===== config.mk =====
export PLATFORM = sky130hd
export DESIGN_NAME = pt_timer
export DESIGN_NICKNAME = d
export VERILOG_FILES = /design/src/rtl/pt_prescaler.v /design/src/rtl/pt_timer.v
export VERILOG_INCLUDE_DIRS = /design/src /design/src/rtl
export SDC_FILE = /design/constraint.sdc
export NUM_CORES = 1
export LEC_CHECK = 0
export ABC_AREA = 1
export BUFFER_PORTS_ARGS = -buffer_cell sky130_fd_sc_hd__clkbuf_2
export CAP_MARGIN = 20
export CORE_ASPECT_RATIO = 0.7
export CORE_MARGIN = 2
export CORE_UTILIZATION = 40
export CTS_BUF_LIST = sky130_fd_sc_hd__clkbuf_4 sky130_fd_sc_hd__clkbuf_8 sky130_fd_sc_hd__clkbuf_16
export DETAILED_ROUTE_END_ITERATION = 7
export PLACE_DENSITY = 0.64
export SYNTH_ARGS = -nofsm -noshare
export SYNTH_HDL_FRONTEND = slang
export SYNTH_SLANG_ARGS = --single-unit

===== constraint.sdc =====
create_clock -name pclk -period 2.09 [get_ports pclk]
set_clock_uncertainty 0.05 [all_clocks]
set_input_delay 0.3135 -clock pclk [delete_from_list [all_inputs] [get_ports pclk]]
set_output_delay 0.3135 -clock pclk [all_outputs]
set_load 0.03 [all_outputs]

===== src/rtl/pt_defines.vh =====
// Contract
// - each period match clocks a 4-bit postscaler, and when it reaches its selected count the match interrupt flag is set and stays latched.
// - the interrupt request leaves the block only while the match interrupt enable is set, though the flag latches regardless.
// - control bits 6 to 3 select a postscale ratio of field value plus one, from 1:1 to 1:16.
// - the unscaled match pulse, taken before the postscaler, is exported as the PWM time base.
// - the match pulse is offered as a selectable shift clock source for the serial port in SPI mode.
// - while in sleep the timer neither counts, compares nor produces match pulses.
// - sleep leaves the count and period registers unchanged so counting resumes from them.
// - control bit 2 turns the timer on when 1 and stops it when 0.
// - control bits 1 to 0 select a prescale of 1, 4, 16 or 64.
// - control bit 7 is unimplemented, reads zero and ignores writes.
// - the count increments from zero on each prescaled instruction clock tick, the instruction clock being the oscillator divided by four.
// - the count is compared with the period on each prescaled tick, and on equality a match pulse is raised and the count reloads zero at that tick.
// - on reset the count clears to zero and the period initialises to all ones.
// - prescaler and postscaler clear on a write to the count or control register and on reset, and a control write leaves the count alone.
`ifndef PT_DEFINES_VH
`define PT_DEFINES_VH
`define PT_OFF_CONTROL 12'h000
`define PT_OFF_COUNT 12'h004
`define PT_OFF_PERIOD 12'h008
`define PT_OFF_IRQ 12'h00c
`define PT_CTRL_RESET 8'h00
`define PT_COUNT_RESET 8'h00
`define PT_PERIOD_RESET 8'hff
`define PT_CTRL_ON 2
`define PT_IRQ_FLAG 0
`define PT_IRQ_EN 1
`define PT_INSTR_DIV 2'h3
`endif


===== src/rtl/pt_prescaler.v =====
`timescale 1ns/10ps
`default_nettype none
module pt_prescaler (
   input wire pclk,
   input wire presetn,
   input wire clear,
   input wire advance,
   input wire [1:0] select,
   output wire tick
);
   reg [5:0] count_reg;
   reg [5:0] limit;
   always @* begin
      case (select)
         2'h0: limit = 6'h00;
         2'h1: limit = 6'h03;
         2'h2: limit = 6'h0f;
         default: limit = 6'h3f;
      endcase
   end
   assign tick = advance && (count_reg >= limit);
   always @(posedge pclk or negedge presetn) begin
      if (!presetn) begin
         count_reg <= 6'h00;
      end else if (clear) begin
         count_reg <= 6'h00;
      end else if (advance) begin
         if (count_reg >= limit) begin
            count_reg <= 6'h00;
         end else begin
            count_reg <= count_reg + 6'h01;
         end
      end
   end
endmodule
`default_nettype wire


===== src/rtl/pt_timer.v =====
`timescale 1ns/10ps
`default_nettype none
`include "pt_defines.vh"
module pt_timer (
   input wire pclk,
   input wire presetn,
   input wire psel,
   input wire penable,
   input wire pwrite,
   input wire [11:0] paddr,
   input wire [31:0] pwdata,
   output reg [31:0] prdata,
   output wire pready,
   output wire pslverr,
   input wire sleep,
   output reg pwm_time_base,
   output reg spi_shift_clock,
   output wire match_irq
);
   reg [7:0] control_reg;
   reg [7:0] count_reg;
   reg [7:0] period_reg;
   reg match_irq_flag_reg;
   reg match_irq_enable_reg;
   reg [1:0] instr_div_reg;
   reg [3:0] post_count_reg;
   reg clear_pending_reg;
   wire wr;
   wire rd;
   wire mapped;
   wire running;
   wire instr_tick;
   wire pre_tick;
   wire match;
   wire post_done;
   wire wr_count;
   wire wr_control;
   wire scaler_clear;

   // zero-wait slave; every access finishes in its first access cycle
   assign pready = 1'b1;
   assign mapped = (paddr == `PT_OFF_CONTROL) || (paddr == `PT_OFF_COUNT) ||
      (paddr == `PT_OFF_PERIOD) || (paddr == `PT_OFF_IRQ);
   assign pslverr = psel && penable && !mapped;
   assign wr = psel && penable && pwrite;
   assign rd = psel && penable && !pwrite;
   assign wr_count = wr && (paddr == `PT_OFF_COUNT);
   assign wr_control = wr && (paddr == `PT_OFF_CONTROL);
   assign scaler_clear = wr_count || wr_control;

   // sleep freezes everything on the counting path
   assign running = control_reg[`PT_CTRL_ON] && !sleep;
   assign instr_tick = running && (instr_div_reg == `PT_INSTR_DIV);
   assign match = pre_tick && (count_reg == period_reg);

   always @(posedge pclk or negedge presetn) begin
      if (!presetn) begin
         instr_div_reg <= 2'h0;
      end else if (running) begin
         instr_div_reg <= instr_div_reg + 2'h1;
      end
   end

   pt_prescaler u_pre (
      .pclk(pclk),
      .presetn(presetn),
      .clear(scaler_clear),
      .advance(instr_tick),
      .select(control_reg[1:0]),
      .tick(pre_tick)
   );

   // comparison waits for a tick so one match per period, not per pclk
   always @(posedge pclk or negedge presetn) begin
      if (!presetn) begin
         count_reg <= `PT_COUNT_RESET;
         period_reg <= `PT_PERIOD_RESET;
      end else begin
         if (wr_count) begin
            count_reg <= pwdata[7:0];
         end else if (match) begin
            count_reg <= 8'h00;
         end else if (pre_tick) begin
            count_reg <= count_reg + 8'h01;
         end
         if (wr && (paddr == `PT_OFF_PERIOD)) begin
            period_reg <= pwdata[7:0];
         end
      end
   end

   always @(posedge pclk or negedge presetn) begin
      if (!presetn) begin
         control_reg <= `PT_CTRL_RESET;
      end else if (wr_control) begin
         control_reg <= {1'b0, pwdata[6:0]};
      end
   end

   assign post_done = match && (post_count_reg == control_reg[6:3]);

   always @(posedge pclk or negedge presetn) begin
      if (!presetn) begin
         post_count_reg <= 4'h0;
         clear_pending_reg <= 1'b0;
      end else begin
         clear_pending_reg <= 1'b0;
         if (scaler_clear) begin
            post_count_reg <= 4'h0;
         end else if (post_done) begin
            post_count_reg <= 4'h0;
         end else if (match) begin
            post_count_reg <= post_count_reg + 4'h1;
         end
      end
   end

   // hardware set wins over a software clear in the same cycle
   always @(posedge pclk or negedge presetn) begin
      if (!presetn) begin
         match_irq_flag_reg <= 1'b0;
         match_irq_enable_reg <= 1'b0;
      end else begin
         if (post_done) begin
            match_irq_flag_reg <= 1'b1;
         end else if (wr && (paddr == `PT_OFF_IRQ)) begin
            match_irq_flag_reg <= pwdata[`PT_IRQ_FLAG];
         end
         if (wr && (paddr == `PT_OFF_IRQ)) begin
            match_irq_enable_reg <= pwdata[`PT_IRQ_EN];
         end
      end
   end

   assign match_irq = match_irq_flag_reg && match_irq_enable_reg;

   always @(posedge pclk or negedge presetn) begin
      if (!presetn) begin
         pwm_time_base <= 1'b0;
         spi_shift_clock <= 1'b0;
      end else begin
         pwm_time_base <= match;
         spi_shift_clock <= match;
      end
   end

   always @(posedge pclk or negedge presetn) begin
      if (!presetn) begin
         prdata <= 32'h0000_0000;
      end else if (psel && !penable && !pwrite) begin
         case (paddr)
            `PT_OFF_CONTROL: prdata <= {24'h000000, 1'b0, control_reg[6:0]};
            `PT_OFF_COUNT: prdata <= {24'h000000, count_reg};
            `PT_OFF_PERIOD: prdata <= {24'h000000, period_reg};
            `PT_OFF_IRQ: prdata <= {30'h00000000, match_irq_enable_reg, match_irq_flag_reg};
            default: prdata <= 32'h0000_0000;
         endcase
      end
   end
endmodule
`default_nettype wire


-- After elaboration in Yosys (flattened, before gate mapping)
Index checks and enable logic that the tools add are counted.
- register bits: 70
- logic and storage cells: 65
- input bits: 50
- output and inout bits: 37
- mux-type cells: 13
- eq/ne operators: 8
- reduce and logical (&&, ||, !) cells: 29
- add/sub/neg operators: 4
- order comparisons: 1
- operators with widths (cell ; number):
    8-bit case mux with 4 select lines ; 1
    12-bit by 4-bit equality test with 1-bit output, second input constant ; 2
    8-bit 2-to-1 mux ; 3
    6-bit 2-to-1 mux ; 3
    6-bit case mux with 3 select lines ; 1
    1-bit logical AND ; 15
    12-bit by 3-bit equality test with 1-bit output, second input constant ; 1
    12-bit zero test ; 1
    4-bit 2-to-1 mux ; 3
    8-bit by 1-bit adder with 8-bit output, second input constant ; 1
    8-bit equality test ; 1
    6-bit by 1-bit adder with 6-bit output, second input constant ; 1
    6-bit >= comparator ; 1
    3-bit nonzero test ; 2
    4-bit by 1-bit adder with 4-bit output, second input constant ; 1
    2-bit equality test, second input constant ; 2
    4-bit equality test ; 1
    1-bit zero test ; 4
    1-bit logical OR ; 4
    2-bit nonzero test ; 2
    2-bit by 1-bit adder with 2-bit output, second input constant ; 1
    2-bit by 1-bit equality test with 1-bit output, second input constant ; 1
    2-bit zero test ; 1
    1-bit 2-to-1 mux ; 2

-- Longest topological paths before layout
Gate-level depths: netlist of the first run.
- depth after elaboration: 8
- gate-level depth with buffers: 15
- gate-level depth less buffers: 14

-- Modules after synthesis
From an unflattened synthesis of the first run, not the netlist that was laid out.
- cell total of the unflattened synthesis: 448
- area total of the unflattened synthesis: 3225.6 um2
- by module, submodules not included (module ; cells an instance ; sequential area each (um2) ; area an instance (um2) ; times used):
    pt_timer ; 385 ; 1011.0 ; 2756.4 ; 1
    pt_prescaler ; 63 ; 150.1 ; 469.2 ; 1

-- Least setup slack after synthesis of the first run
Ideal clock, no wire load.
- path type: reg-to-reg
- start point: register control_reg[0]
- end point: register count_reg[2]
- library setup time: 0.126 ns
- period minus slack after synthesis: 1.755 ns
- path slack: 0.335 ns
- stages on the path, launching flop included: 15
- path buffers: 1
- arrival: 1.579 ns
- data required time: 1.914 ns
- cells stage by stage: dfrtp_1 > nor2_1 > inv_1 > ha_1 > inv_1 > nand2_1 > nand2_1 > nand2_1 > nand2_1 > nand2_1 > nand2_4 > buf_6 > clkinv_4 > nand4_1 > nand3_1
- longest elaborated chain between the ends: 7
- elaborated cells on any way between the ends: 10
- classes of those cells: order compare (1); eq/ne (2); mux (3); reduce/logical (4)
- ends and longest elaborated chain (element ; RTL line ; RTL):
    start: declaration ; pt_timer.v:20 ; reg [7:0] control_reg;
    start signal: assignment ; pt_timer.v:94 ; control_reg <= `PT_CTRL_RESET;
    start signal: assignment ; pt_timer.v:96 ; control_reg <= {1'b0, pwdata[6:0]};
    2-bit equality test (tied with other cells) ; pt_prescaler.v:14 ; case (select)
    6-bit case mux with 3 select lines * ; pt_prescaler.v:14 ;
    6-bit >= comparator * ; pt_prescaler.v:21 ; assign tick = advance && (count_reg >= limit);
    1-bit logical AND * ; pt_prescaler.v:21 ;
    1-bit logical AND ; pt_timer.v:54 ; assign match = pre_tick && (count_reg == period_reg);
    8-bit 2-to-1 mux ; pt_timer.v:81 ; end else if (match) begin
    8-bit 2-to-1 mux ; pt_timer.v:79 ; if (wr_count) begin
    end signal: assignment ; pt_timer.v:76 ; count_reg <= `PT_COUNT_RESET;
    end signal: assignment ; pt_timer.v:80 ; count_reg <= pwdata[7:0];
    end signal: assignment ; pt_timer.v:84 ; count_reg <= count_reg + 8'h01;
    end: declaration ; pt_timer.v:21 ; reg [7:0] count_reg;
Every way passes the cells marked *; elsewhere a longest branch is shown, timed or not.
A chain may end at the register's enable or synchronous reset.

-- Worst setup path after layout of the first run
- start point: register control_reg[1]
- end point: register post_count_reg[3]
- longest elaborated chain between the ends: 8
- elaborated cells on any way between the ends: 11
- classes of those cells: order compare (1); eq/ne (2); mux (3); reduce/logical (5)
- ends and longest elaborated chain (element ; RTL line ; RTL):
    2-bit equality test (tied with other cells) ; pt_prescaler.v:14 ;
    6-bit case mux with 3 select lines * ; pt_prescaler.v:14 ;
    6-bit >= comparator * ; pt_prescaler.v:21 ;
    1-bit logical AND * ; pt_prescaler.v:21 ;
    1-bit logical AND * ; pt_timer.v:54 ;
    via match ; pt_timer.v:34 ; wire match;
    1-bit logical AND ; pt_timer.v:100 ; assign post_done = match && (post_count_reg == control_reg[6:3]);
    4-bit 2-to-1 mux ; pt_timer.v:110 ; end else if (post_done) begin
    4-bit 2-to-1 mux ; pt_timer.v:108 ; if (scaler_clear) begin
    end signal: assignment ; pt_timer.v:113 ; post_count_reg <= post_count_reg + 4'h1;
    end: declaration ; pt_timer.v:26 ; reg [3:0] post_count_reg;
The timed path passes the listed nets; every way through them passes the cells marked *.

==> results of run 1 <==
## cells by family after synthesis
kind of cell	count (synthesis)
compound gates	35
xor+xnor	20
fa+ha+maj	10
buf+inv	88
flops	46
mux	1
other cells	2
simple gates	214
## worst max-delay path, delay by kind of cell (launching register included)
family	cells	cell delay, ps
buffers and inverters	2	100
and+or+nand+nor	11	960
DFF	1	420
adders and majority gates	1	260
## cells in the mapped netlist
master	number	share of area [%]
a21oi_1	2	0.31
a22o_1	1	0.27
and3_1	1	0.19
buf_2	2	0.31
buf_4	27	6.3
buf_6	6	2.1
clkinv_1	1	0.12
clkinv_4	1	0.27
conb_1	2	0.23
dfrtp_1	38	30
dfstp_2	8	6.5
ha_1	10	3.9
inv_1	46	5.4
inv_2	5	0.58
mux2_2	1	0.35
nand2_1	100	12
nand2_2	3	0.58
nand2_4	2	0.70
nand3_1	50	7.8
nand3_2	3	0.93
nand3_4	2	1.1
nand4_1	18	3.5
nor2_1	23	2.7
nor2_2	6	1.2
nor2_4	2	0.70
nor2_8	2	1.2
nor3_4	1	0.50
o211ai_1	1	0.23
o21a_1	1	0.23
o21ai_0	26	4.0
o21ai_1	1	0.16
o21ai_2	3	0.82
or2_4	1	0.27
xnor2_1	11	3.0
xor2_1	9	2.4
## stage by stage
stage	hold slack, ps	instances	total power [mW]	instance area (µm²)
finish	66.5	560	1.91	3580
global route	124	560	1.98	3580
CTS	98.2	557	1.92	3540
detailed placement	404	549	1.09	3390
global placement	400	549	1.09	3390
floorplan	-32.1	439	1.06	3310
## final cells by class
class | count | area share (%)
Clock buffer | 7 | 4.09
Tap cell | 101 | 3.53
Sequential cell | 46 | 32.4
Multi-Input combinational cell | 305 | 46.5
Clock inverter | 1 | 0.140
Inverter | 53 | 5.70
Timing Repair Buffer | 47 | 7.62
## layer usage
layer,vias up,share of wire [%],global-route usage [%]
li1,1374,-,-
met1,1253,52,27.9
met2,83,40,24.5
met3,12,6.5,3.44
met4,0,1.3,4.44
met5,-,0,0
## power by group through the flow
| stage | clock (mW) | combinational [mW] | sequential (mW) |
|---|---|---|---|
| floorplan | 0 | 0.148 | 0.915 |
| global placement | 0 | 0.173 | 0.917 |
| detailed placement | 0 | 0.176 | 0.917 |
| CTS | 0.843 | 0.176 | 0.901 |
| global route | 0.887 | 0.194 | 0.901 |
| finish | 0.831 | 0.176 | 0.901 |
## worst max-delay path by stage
| stage | cells past startpoint | start | end | slack [ps] |
|---|---|---|---|---|
| floorplan | 14 | control_reg[0] | count_reg[2] | 330 |
| global placement | 14 | control_reg[1] | post_count_reg[3] | 150 |
| detailed placement | 14 | control_reg[1] | post_count_reg[3] | 120 |
| CTS | 14 | control_reg[1] | post_count_reg[3] | 110 |
| global route | 14 | control_reg[1] | post_count_reg[1] | 3 |
| finish | 14 | control_reg[1] | post_count_reg[3] | 180 |
## what timing repair did
item / CTS / global route
setup buffers: 0 / 3
resized for setup: 0 / 1
setup endpoints to repair: 0 / 8
hold buffers: 0 / 0
endpoints found under the hold margin: 0 / 0
==> results.tsv, run 1 <==
stage	metric	value	unit
run_status	status	finished, final reports clean	
global_route	first-pass GRT wire length	12.4	mm
pwr	Comb pwr share	9.2	%
setup_path	R2R Path Start	control_reg[1]	
placed_design	hpwl dp	5.73	mm
synth	mean post-synth cell area	7.74	µm²
synth	adder-cell share of the synthesized area	3.88	%
placed_design	Final Wtd Congestion	0.859	
clocking	Clock Latency Late Sink	290	ps
floorplan	chip width	111	µm
sta	Tightest Pin Transition	601	ps
setup_path	Worst R2R Path Depth	14	
global_route	GRT Total Usage	17.7	%
pwr	Worst VDD drop	0.284	mV
synth	Yosys cell types	35	
synth	synth warn	0	
setup_path	Worst R2R End	post_count_reg[3]	
setup_path	slowest CP cell	dfrtp_1	
setup_path	CP most frequent cell	nand2_1	
finish	Ant. Diodes	0	
global_route	number of antenna violations at the first check in global routing	0	
floorplan	core area	0.00784	mm²
detailed_routing	DR iter-0 viols	159	
sta	Fmax achieved	523	MHz
finish	register area	0.00116	mm²
synth	Synth Area in Compound Gates	6.06	%
detailed_routing	average wire per standard cell	13.5	µm
finish	fraction of layout instances using a drive strength above 1	20.9	%
detailed_routing	via/cell ratio	4.86	
synth	post-synthesis cell count	416	
finish	synth-to-layout area growth	11.1	%
detailed_routing	routed via count	2722	
placed_design	IO buf count	37	
clocking	H-tree depth	2	
clocking	CTS clock-pin slew for the worst setup and hold paths	70	ps
detailed_routing	# DRC	0	
pwr	Pint	1.42	mW
sta	Max-slew headroom	59.9	%
sta	RSZ-0062 raised after global routing	no	
setup_path	cells along the critical path	nor2_1, inv_1, ha_1, inv_1, nand2_1, nand2_1, nand2_1, nand2_1, nand2_1, nand2_4, nor2_8, nor2_2, nand2_1, nand2_1	
floorplan	initial cell density of the core	41.1	%
synth	Post-Synth Simple-Gate Area	33.0	%
synth	sequential-to-total area share from yosys stat	36.0	%
synth	Synth Cell Area	0.00322	mm²
finish	most frequent cells in the layout	nand2_1, nand3_1, inv_1	
synth	xor-xnor portion of the synthesized cell area	5.44	%
finish	nets	518	
finish	area of the multi-input gates	0.00167	mm²
global_route	grt total ovfl	0	
clocking	Root Driver	clkbuf_16	
setup_path	reg2reg setup slack	180	ps
sta	final worst-path cycle share	91.5	%
clocking	worst-case clock buffer depth	2	
sta	Final min period	1910	ps
detailed_routing	Routed Antenna Nets	0	
clocking	cts bufs inserted	5	
floorplan	chip height	79.1	µm
finish	fillcell total	813	
pwr	power density over the cells	533	mW/mm²
global_route	vias in the first global route	2440	
pwr	Sw Pwr	0.485	mW
job	max cap viols	0	
finish	commonest non-fill, non-tap cell in the layout	nand2_1	
detailed_routing	final WL	7.59	mm
sta	Max Transition Viols Final	0	
clocking	clk sinks	46	
pwr	Net Sw Frac	25.4	%
setup_path	Worst Path Max Fanout	8	
global_route	largest net degree at the start of global routing	47	
setup_path	type of the worst setup path	register to register	
setup_path	endpoint class of the critical path	register	
sta	setup ws final	179	ps
setup_path	WP data arrival	2040	ps
worst_hold_path	Min-Delay Path Class	input pin to asynchronous set/reset pin	
setup_path	slowest stage delay, CP	420	ps
pwr	Reg power frac	47.2	%
sta	final setup fails	0	
pwr	static leakage	1.93	nW
setup_path	Worst Setup Start Kind	register	
finish	Finished Core Util	45.7	%
floorplan	io pins	87	
synth	post-synthesis mux area share	0.350	%
sta	Setup Total Neg Slack	0	ps
floorplan	site row count	27	
floorplan	full die area	0.00880	mm²
synth	Yosys reg bits	46	
placed_design	Place WS	123	ps
sta	Hold Vio Cnt, Final	0	
setup_path	WP data required	2220	ps
detailed_routing	DR pass1 iterations	4	
synth	largest family of logic cells by synthesized area	simple AND/OR/NAND/NOR gates	
clocking	CTS tree	built	
pwr	clock group share of total power	43.6	%
No activity file was read; power rests on OpenSTA's default activity.
==> run 2: changes to the inputs <==
CORE_UTILIZATION = 24   (was 40)
MAX_ROUTING_LAYER = met4   (was default)
PLACE_DENSITY = 0.43   (was 0.64)
==> run 2 against run 1 <==
Effect of this change:
- sequential power is essentially flat
- worst setup slack worse by 8.0 ps
- wire length is 14% higher
- clock power hardly changed
- non-clock buffer count up 3
- via count rose by 0.22%
- global-route usage is 5.2 points lower
- critical endpoint unchanged
==> results.tsv, run 2 (synthesized netlist as in run 1, its figures left out) <==
stage	metric	value	unit	change
detailed_routing	average wire per standard cell	13.8	µm	+1.8%
global_route	number of antenna violations at the first check in global routing	0		unchanged
sta	setup ws final	171	ps	-8.00 ps
finish	synth-to-layout area growth	14.4	%	
setup_path	Worst Path Max Fanout	8		unchanged
setup_path	WP data arrival	2100	ps	+60 ps
finish	cell area after layout	0.00369	mm²	+3.0%
setup_path	WP data required	2270	ps	+50 ps
sta	Max-slew headroom	60.8	%	+0.86 points
sta	Max Transition Viols Final	0		unchanged
placed_design	# placed instances	617		+12%
finish	Ant. Diodes	0		unchanged
floorplan	chip width	142	µm	+28%
run_status	status	finished, final reports clean		
finish	most frequent cells in the layout	nand2_1, nand3_1, inv_1		
clocking	Clock Latency Late Sink	290	ps	about the same
sta	Tightest Pin Transition	589	ps	-12.9 ps
floorplan	io pins	87		unchanged
sta	final worst-path cycle share	91.8	%	+0.38 points
setup_path	Worst Setup Start Kind	register		
detailed_routing	final WL	8.66	mm	+14%
placed_design	Final Wtd Congestion	0.827		-3.7%
pwr	Final Total Pwr	1.92	mW	+0.51%
detailed_routing	routed via count	2728		+0.22%
clocking	clk sinks	46		unchanged
placed_design	hpwl dp	6.72	mm	+17%
setup_path	type of the worst setup path	register to register		
placed_design	area of placed instances	0.00350	mm²	+3.1%
detailed_routing	DR iter-0 viols	192		+21%
clocking	Root Driver	clkbuf_16		
detailed_routing	# DRC	0		unchanged
finish	Post-Layout Cell Count	628		+12%
pwr	power density over the cells	520	mW/mm²	-2.4%
placed_design	Place WS	122	ps	-0.560 ps
clocking	worst-case clock buffer depth	2		unchanged
clocking	CTS clock-pin slew for the worst setup and hold paths	60	ps	about the same
global_route	grt total ovfl	0		unchanged
sta	Fmax achieved	521	MHz	-0.42%
sta	Hold Vio Cnt, Final	0		unchanged
sta	Setup Total Neg Slack	0	ps	unchanged
finish	Finished Core Util	28.1	%	-18 points
worst_hold_path	Min-Delay Path Class	input pin to register		
pwr	static leakage	1.94	nW	+0.26%
floorplan	site row count	35		+30%
finish	fillcell total	1452		+79%
job	max cap viols	0		unchanged
global_route	largest net degree at the start of global routing	22		-53%
global_route	vias in the first global route	2463		+0.94%
detailed_routing	via/cell ratio	4.34		-11%
global_route	first-pass GRT wire length	13.5	mm	+8.6%
sta	Final min period	1920	ps	+8.00 ps
finish	nets	522		+0.77%
sta	final setup fails	0		unchanged
sta	RSZ-0062 raised after global routing	no		
clocking	H-tree depth	2		unchanged
placed_design	IO buf count	37		unchanged
floorplan	chip height	101	µm	+28%
clocking	CTS tree	built		
floorplan	full die area	0.0144	mm²	+63%
detailed_routing	DR pass1 iterations	5		+1
floorplan	initial cell density of the core	24.5	%	-17 points
finish	commonest non-fill, non-tap cell in the layout	nand2_1		
global_route	GRT Total Usage	12.5	%	-5.2 points
clocking	cts bufs inserted	5		unchanged
setup_path	endpoint class of the critical path	register		
floorplan	core area	0.0131	mm²	+68%
sta	WHS	233	ps	+167 ps
finish	fraction of layout instances using a drive strength above 1	21.9	%	+0.95 points
detailed_routing	Routed Antenna Nets	0		unchanged
pwr	Worst VDD drop	0.238	mV	-16%
run 2: layer usage:
| layer | up-vias | global-route usage (%) | wire, µm |
|---|---|---|---|
| met4 | 0 | 1.83 | 40 |
| li1 | 1381 | - | - |
| met5 | - | - | 0 |
| met3 | 4 | 2.57 | 507 |
| met2 | 65 | 16.7 | 3340 |
| met1 | 1278 | 19.5 | 4770 |
run 2: final cells by class:
class	count	area [µm²]	share of cell area, %
multi-input combinational	306	1680	45.6
sequential	46	1160	31.5
timing repair buffer	50	285	7.74
tap	166	208	5.63
inverter	53	204	5.53
clock buffer	7	146	3.97
run 2: final timing paths:
check                                      start                 to  slack [ps]  cells after the start
worst max-delay path              control_reg[0]  post_count_reg[3]         170                     11
worst min-delay path                   pwdata[5]      period_reg[5]         230                      3
worst max register to register    control_reg[0]  post_count_reg[3]         170                     11
worst min register to register  instr_div_reg[0]   instr_div_reg[0]         440                      1
max in group asynchronous                presetn      period_reg[7]         790                      3
min in group asynchronous                presetn   instr_div_reg[0]         510                      2
run 2: what timing repair did:
item	in CTS	in global routing
resized for setup	0	5
hold buffers	1	0
endpoints found under the setup margin	0	16
hold endpoints to repair	11	0
buffers inserted	0	2
run 2: where the power goes:
group | leakage [nW] | switching (mW) | internal [mW]
Combinational | 1.26 | 0.144 | 0.0428
Sequential | 0.603 | 0.00485 | 0.896
Clock | 0.0734 | 0.346 | 0.484
run 2: worst max-delay path, stage by stage, from the launching register on:
cell and delay [ps]:
dfrtp_1 410, nand2_1 110, ha_1 300, nand2_1 80
inv_1 40, a21oi_1 170, nand2_2 140, nand2_4 190
nor2_8 60, nor2_2 160, nand2_1 70, nand2_1 70
==> run 3: changes to the inputs <==
SYNTH_HIERARCHICAL = 1   (was default)
==> run 3 against run 2 <==
Effect of this change:
- the flow now finishes with violations (setup timing)
- combinational power grew to 3.2 times the previous value
- maximum frequency shrank 12%
- sequential power grew 15%
- sequential cell count is the same
- via count grew 4.4%
- clock power shrank 1%
- register-to-register slack lost 250 ps
- power grew 28%
- wire length shrank 0.51%
- critical path depth grew 7
- count of clock-buffer cells in the layout shrank 2
- critical path type unchanged
- largest cell class unchanged
==> results.tsv, run 3 <==
stage	metric	value	unit	change
sta	Tightest Pin Transition	646	ps	+57.0 ps
pwr	Comb pwr share	24.1	%	+14 points
sta	Hold Vio Cnt, Final	0		unchanged
floorplan	chip height	101	µm	about the same
clocking	CTS tree	built		
placed_design	area of placed instances	0.00362	mm²	+3.6%
setup_path	Worst Path Buf+Inv	4		+3
floorplan	core area	0.0131	mm²	unchanged
clocking	Root Driver	clkbuf_16		
synth	number of synthesized flops with an enable pin	0		unchanged
pwr	clock group share of total power	33.4	%	-9.9 points
finish	commonest non-fill, non-tap cell in the layout	nand2_1		
synth	top-area cell type share of the netlist area	29.5	%	-0.034 points
synth	fraction of registers with async set/reset	100	%	unchanged
worst_hold_path	Min-Delay Path Class	input pin to asynchronous set/reset pin		
placed_design	IO buf count	37		unchanged
clocking	clk sinks	46		unchanged
synth	sequential-to-total area share from yosys stat	36.0	%	-0.042 points
floorplan	initial cell density of the core	24.6	%	+0.029 points
setup_path	Levels on crit path	18		+7
finish	synth-to-layout area growth	19.7	%	
pwr	Reg power frac	42.5	%	-4.5 points
clocking	cts bufs inserted	5		unchanged
clocking	Clock Latency Late Sink	300	ps	about the same
global_route	vias in the first global route	2675		+8.6%
setup_path	WP data required	2230	ps	-40 ps
finish	fillcell total	1422		-2.1%
job	max cap viols	0		unchanged
detailed_routing	DR pass1 iterations	4		-1
detailed_routing	final WL	8.62	mm	-0.51%
sta	Final min period	2170	ps	+254 ps
clocking	CTS clock-pin slew for the worst setup and hold paths	70	ps	about the same
finish	cell area after layout	0.00386	mm²	+4.8%
placed_design	hpwl dp	6.69	mm	-0.43%
setup_path	WP data arrival	2310	ps	+210 ps
pwr	power density over the cells	635	mW/mm²	+22%
synth	mean post-synth cell area	7.20	µm²	-7.0%
pwr	Worst VDD drop	0.263	mV	+11%
clocking	worst-case clock buffer depth	2		unchanged
pwr	Sw Pwr	0.834	mW	+69%
finish	register area	0.00116	mm²	-0.11%
global_route	GRT Total Usage	13.0	%	+0.48 points
floorplan	site row count	35		unchanged
sta	Max-slew headroom	57.0	%	-3.8 points
setup_path	slowest CP cell	dfrtp_1		
synth	Yosys cell types	35		unchanged
synth	Yosys reg bits	46		unchanged
synth	post-synthesis cell count	448		+7.7%
floorplan	chip width	143	µm	about the same
run_status	failing checks	setup timing		
pwr	static leakage	2.10	nW	+8.6%
run_status	status	finished, violations left		
sta	setup ws final	-83.8	ps	-254 ps
finish	area of the multi-input gates	0.00177	mm²	+5.4%
floorplan	full die area	0.0144	mm²	+0.11%
setup_path	Worst R2R Path Depth	18		+7
setup_path	slowest stage delay, CP	410	ps	about the same
finish	nets	561		+7.5%
detailed_routing	DR iter-0 viols	132		-31%
clocking	H-tree depth	2		unchanged
detailed_routing	average wire per standard cell	12.9	µm	-6.7%
global_route	number of antenna violations at the first check in global routing	0		unchanged
sta	RSZ-0062 raised after global routing	yes		
synth	Synth area leader	dfrtp_1		
setup_path	cells along the critical path	nor2_2, inv_1, ha_1, inv_1, nand2_1, nand2_1, nand2_1, nand3_2, nand2_2, nand2_4, inv_6, inv_6, a21oi_2, nand2_1, nor2_2, nand3_4, nand3_2, nand2_1		
pwr	Final Total Pwr	2.45	mW	+28%
sta	final setup fails	7		+7
synth	top post-synthesis cells by area	dfrtp_1, nand2_1, nand3_1		
placed_design	Final Wtd Congestion	0.820		-0.83%
detailed_routing	via/cell ratio	4.25		-2.1%
setup_path	CP most frequent cell	nand2_1		
floorplan	io pins	87		unchanged
pwr	Net Sw Frac	34.0	%	+8.2 points
detailed_routing	routed via count	2848		+4.4%
sta	Max Transition Viols Final	0		unchanged
setup_path	type of the worst setup path	register to register		
detailed_routing	Routed Antenna Nets	0		unchanged
finish	Ant. Diodes	0		unchanged
global_route	first-pass GRT wire length	13.9	mm	+3.6%
synth	synth warn	6		+6
global_route	largest net degree at the start of global routing	47		+110%
synth	cell with the most instances after synthesis	nand2_1		
synth	Top FF cell, synth	dfrtp_1		
setup_path	critical path's top delay family	simple AND/OR/NAND/NOR gates		
sta	Setup Total Neg Slack	-436	ps	-436 ps
synth	Synth Cell Area	0.00323	mm²	+0.12%
finish	Finished Core Util	29.4	%	+1.3 points
sta	final worst-path cycle share	104	%	+12 points
finish	most frequent cells in the layout	nand2_1, inv_1, nand3_1		
finish	fraction of layout instances using a drive strength above 1	23.2	%	+1.4 points
synth	Synth top cells by count	nand2_1, nand3_1, inv_1		
pwr	Pint	1.62	mW	+14%
setup_path	Worst Path Max Fanout	7		-1
setup_path	Worst Setup Start Kind	register		
global_route	grt total ovfl	0		unchanged
setup_path	endpoint class of the critical path	register		
detailed_routing	# DRC	0		unchanged
sta	Fmax achieved	460	MHz	-12%
-- run 3: metal layers --
metal	up-vias	wire length, µm	share of wire [%]	global-route usage, %
li1	1477	-	-	-
met5	-	0	0	-
met3	8	331	3.8	2.33
met1	1317	4630	54	19.2
met2	46	3550	41	18.0
met4	0	104	1.2	3.73
-- run 3: stage by stage --
step                      setup WS [ps]  hold slack (ps)  instances
after floorplan                   -44.0            -32.1        471
after global placement             -199              413        660
after detailed placement           -216              416        660
after CTS                         -72.8              117        670
after global routing               -317              135        670
final                             -83.8             76.0        670
-- run 3: path summary, 6_finish.rpt --
path	startpoint	end	slack (ps)
hold / removal	presetn	count_reg[1]	80
setup reg to reg	control_reg[1]	post_count_reg[1]	-80
hold reg to reg	prdata[1]	prdata[1]	430
min in group pclk	pwdata[2]	period_reg[2]	190
setup / recovery	control_reg[1]	post_count_reg[1]	-80
max in group asynchronous	presetn	prdata[2]	1480
-- run 3: power by group through the flow --
stage               Sequential (mW)  Clock [mW]  Combinational, mW
finish                         1.04       0.820              0.591
global route                   1.05       0.884              0.665
CTS                            1.04       0.848              0.584
detailed placement             1.06           0              0.568
global placement               1.06           0              0.561
floorplan                      1.01           0              0.455
-- run 3: what timing repair did --
item | 4_1_cts | 5_1_grt
hold buffers | 0 | 0
pin swaps | 3 | 8
setup buffers | 2 | 1
endpoints found under the setup margin | 8 | 14
resized for setup | 13 | 7
-- run 3: cell type report --
type                       count  share of cell area (%)
timing repair buffer          59                    9.26
multi-input combinational    336                    45.9
clock buffer                   5                    3.24
tap                          166                    5.38
sequential                    46                    30.1
inverter                      55                    5.60
clock inverter                 3                   0.551
-- run 3: kinds of logic after synthesis --
kind of cell	after synthesis	share of synthesized area [%]
buffers and inverters	89	14.0
and+or+nand+nor	251	36.1
AOI/OAI and AO/OA	34	5.55
other	2	0.233
adders and majority gates	8	3.10
DFF	46	36.0
muxes	1	0.349
xor gates and xnor gates	17	4.62
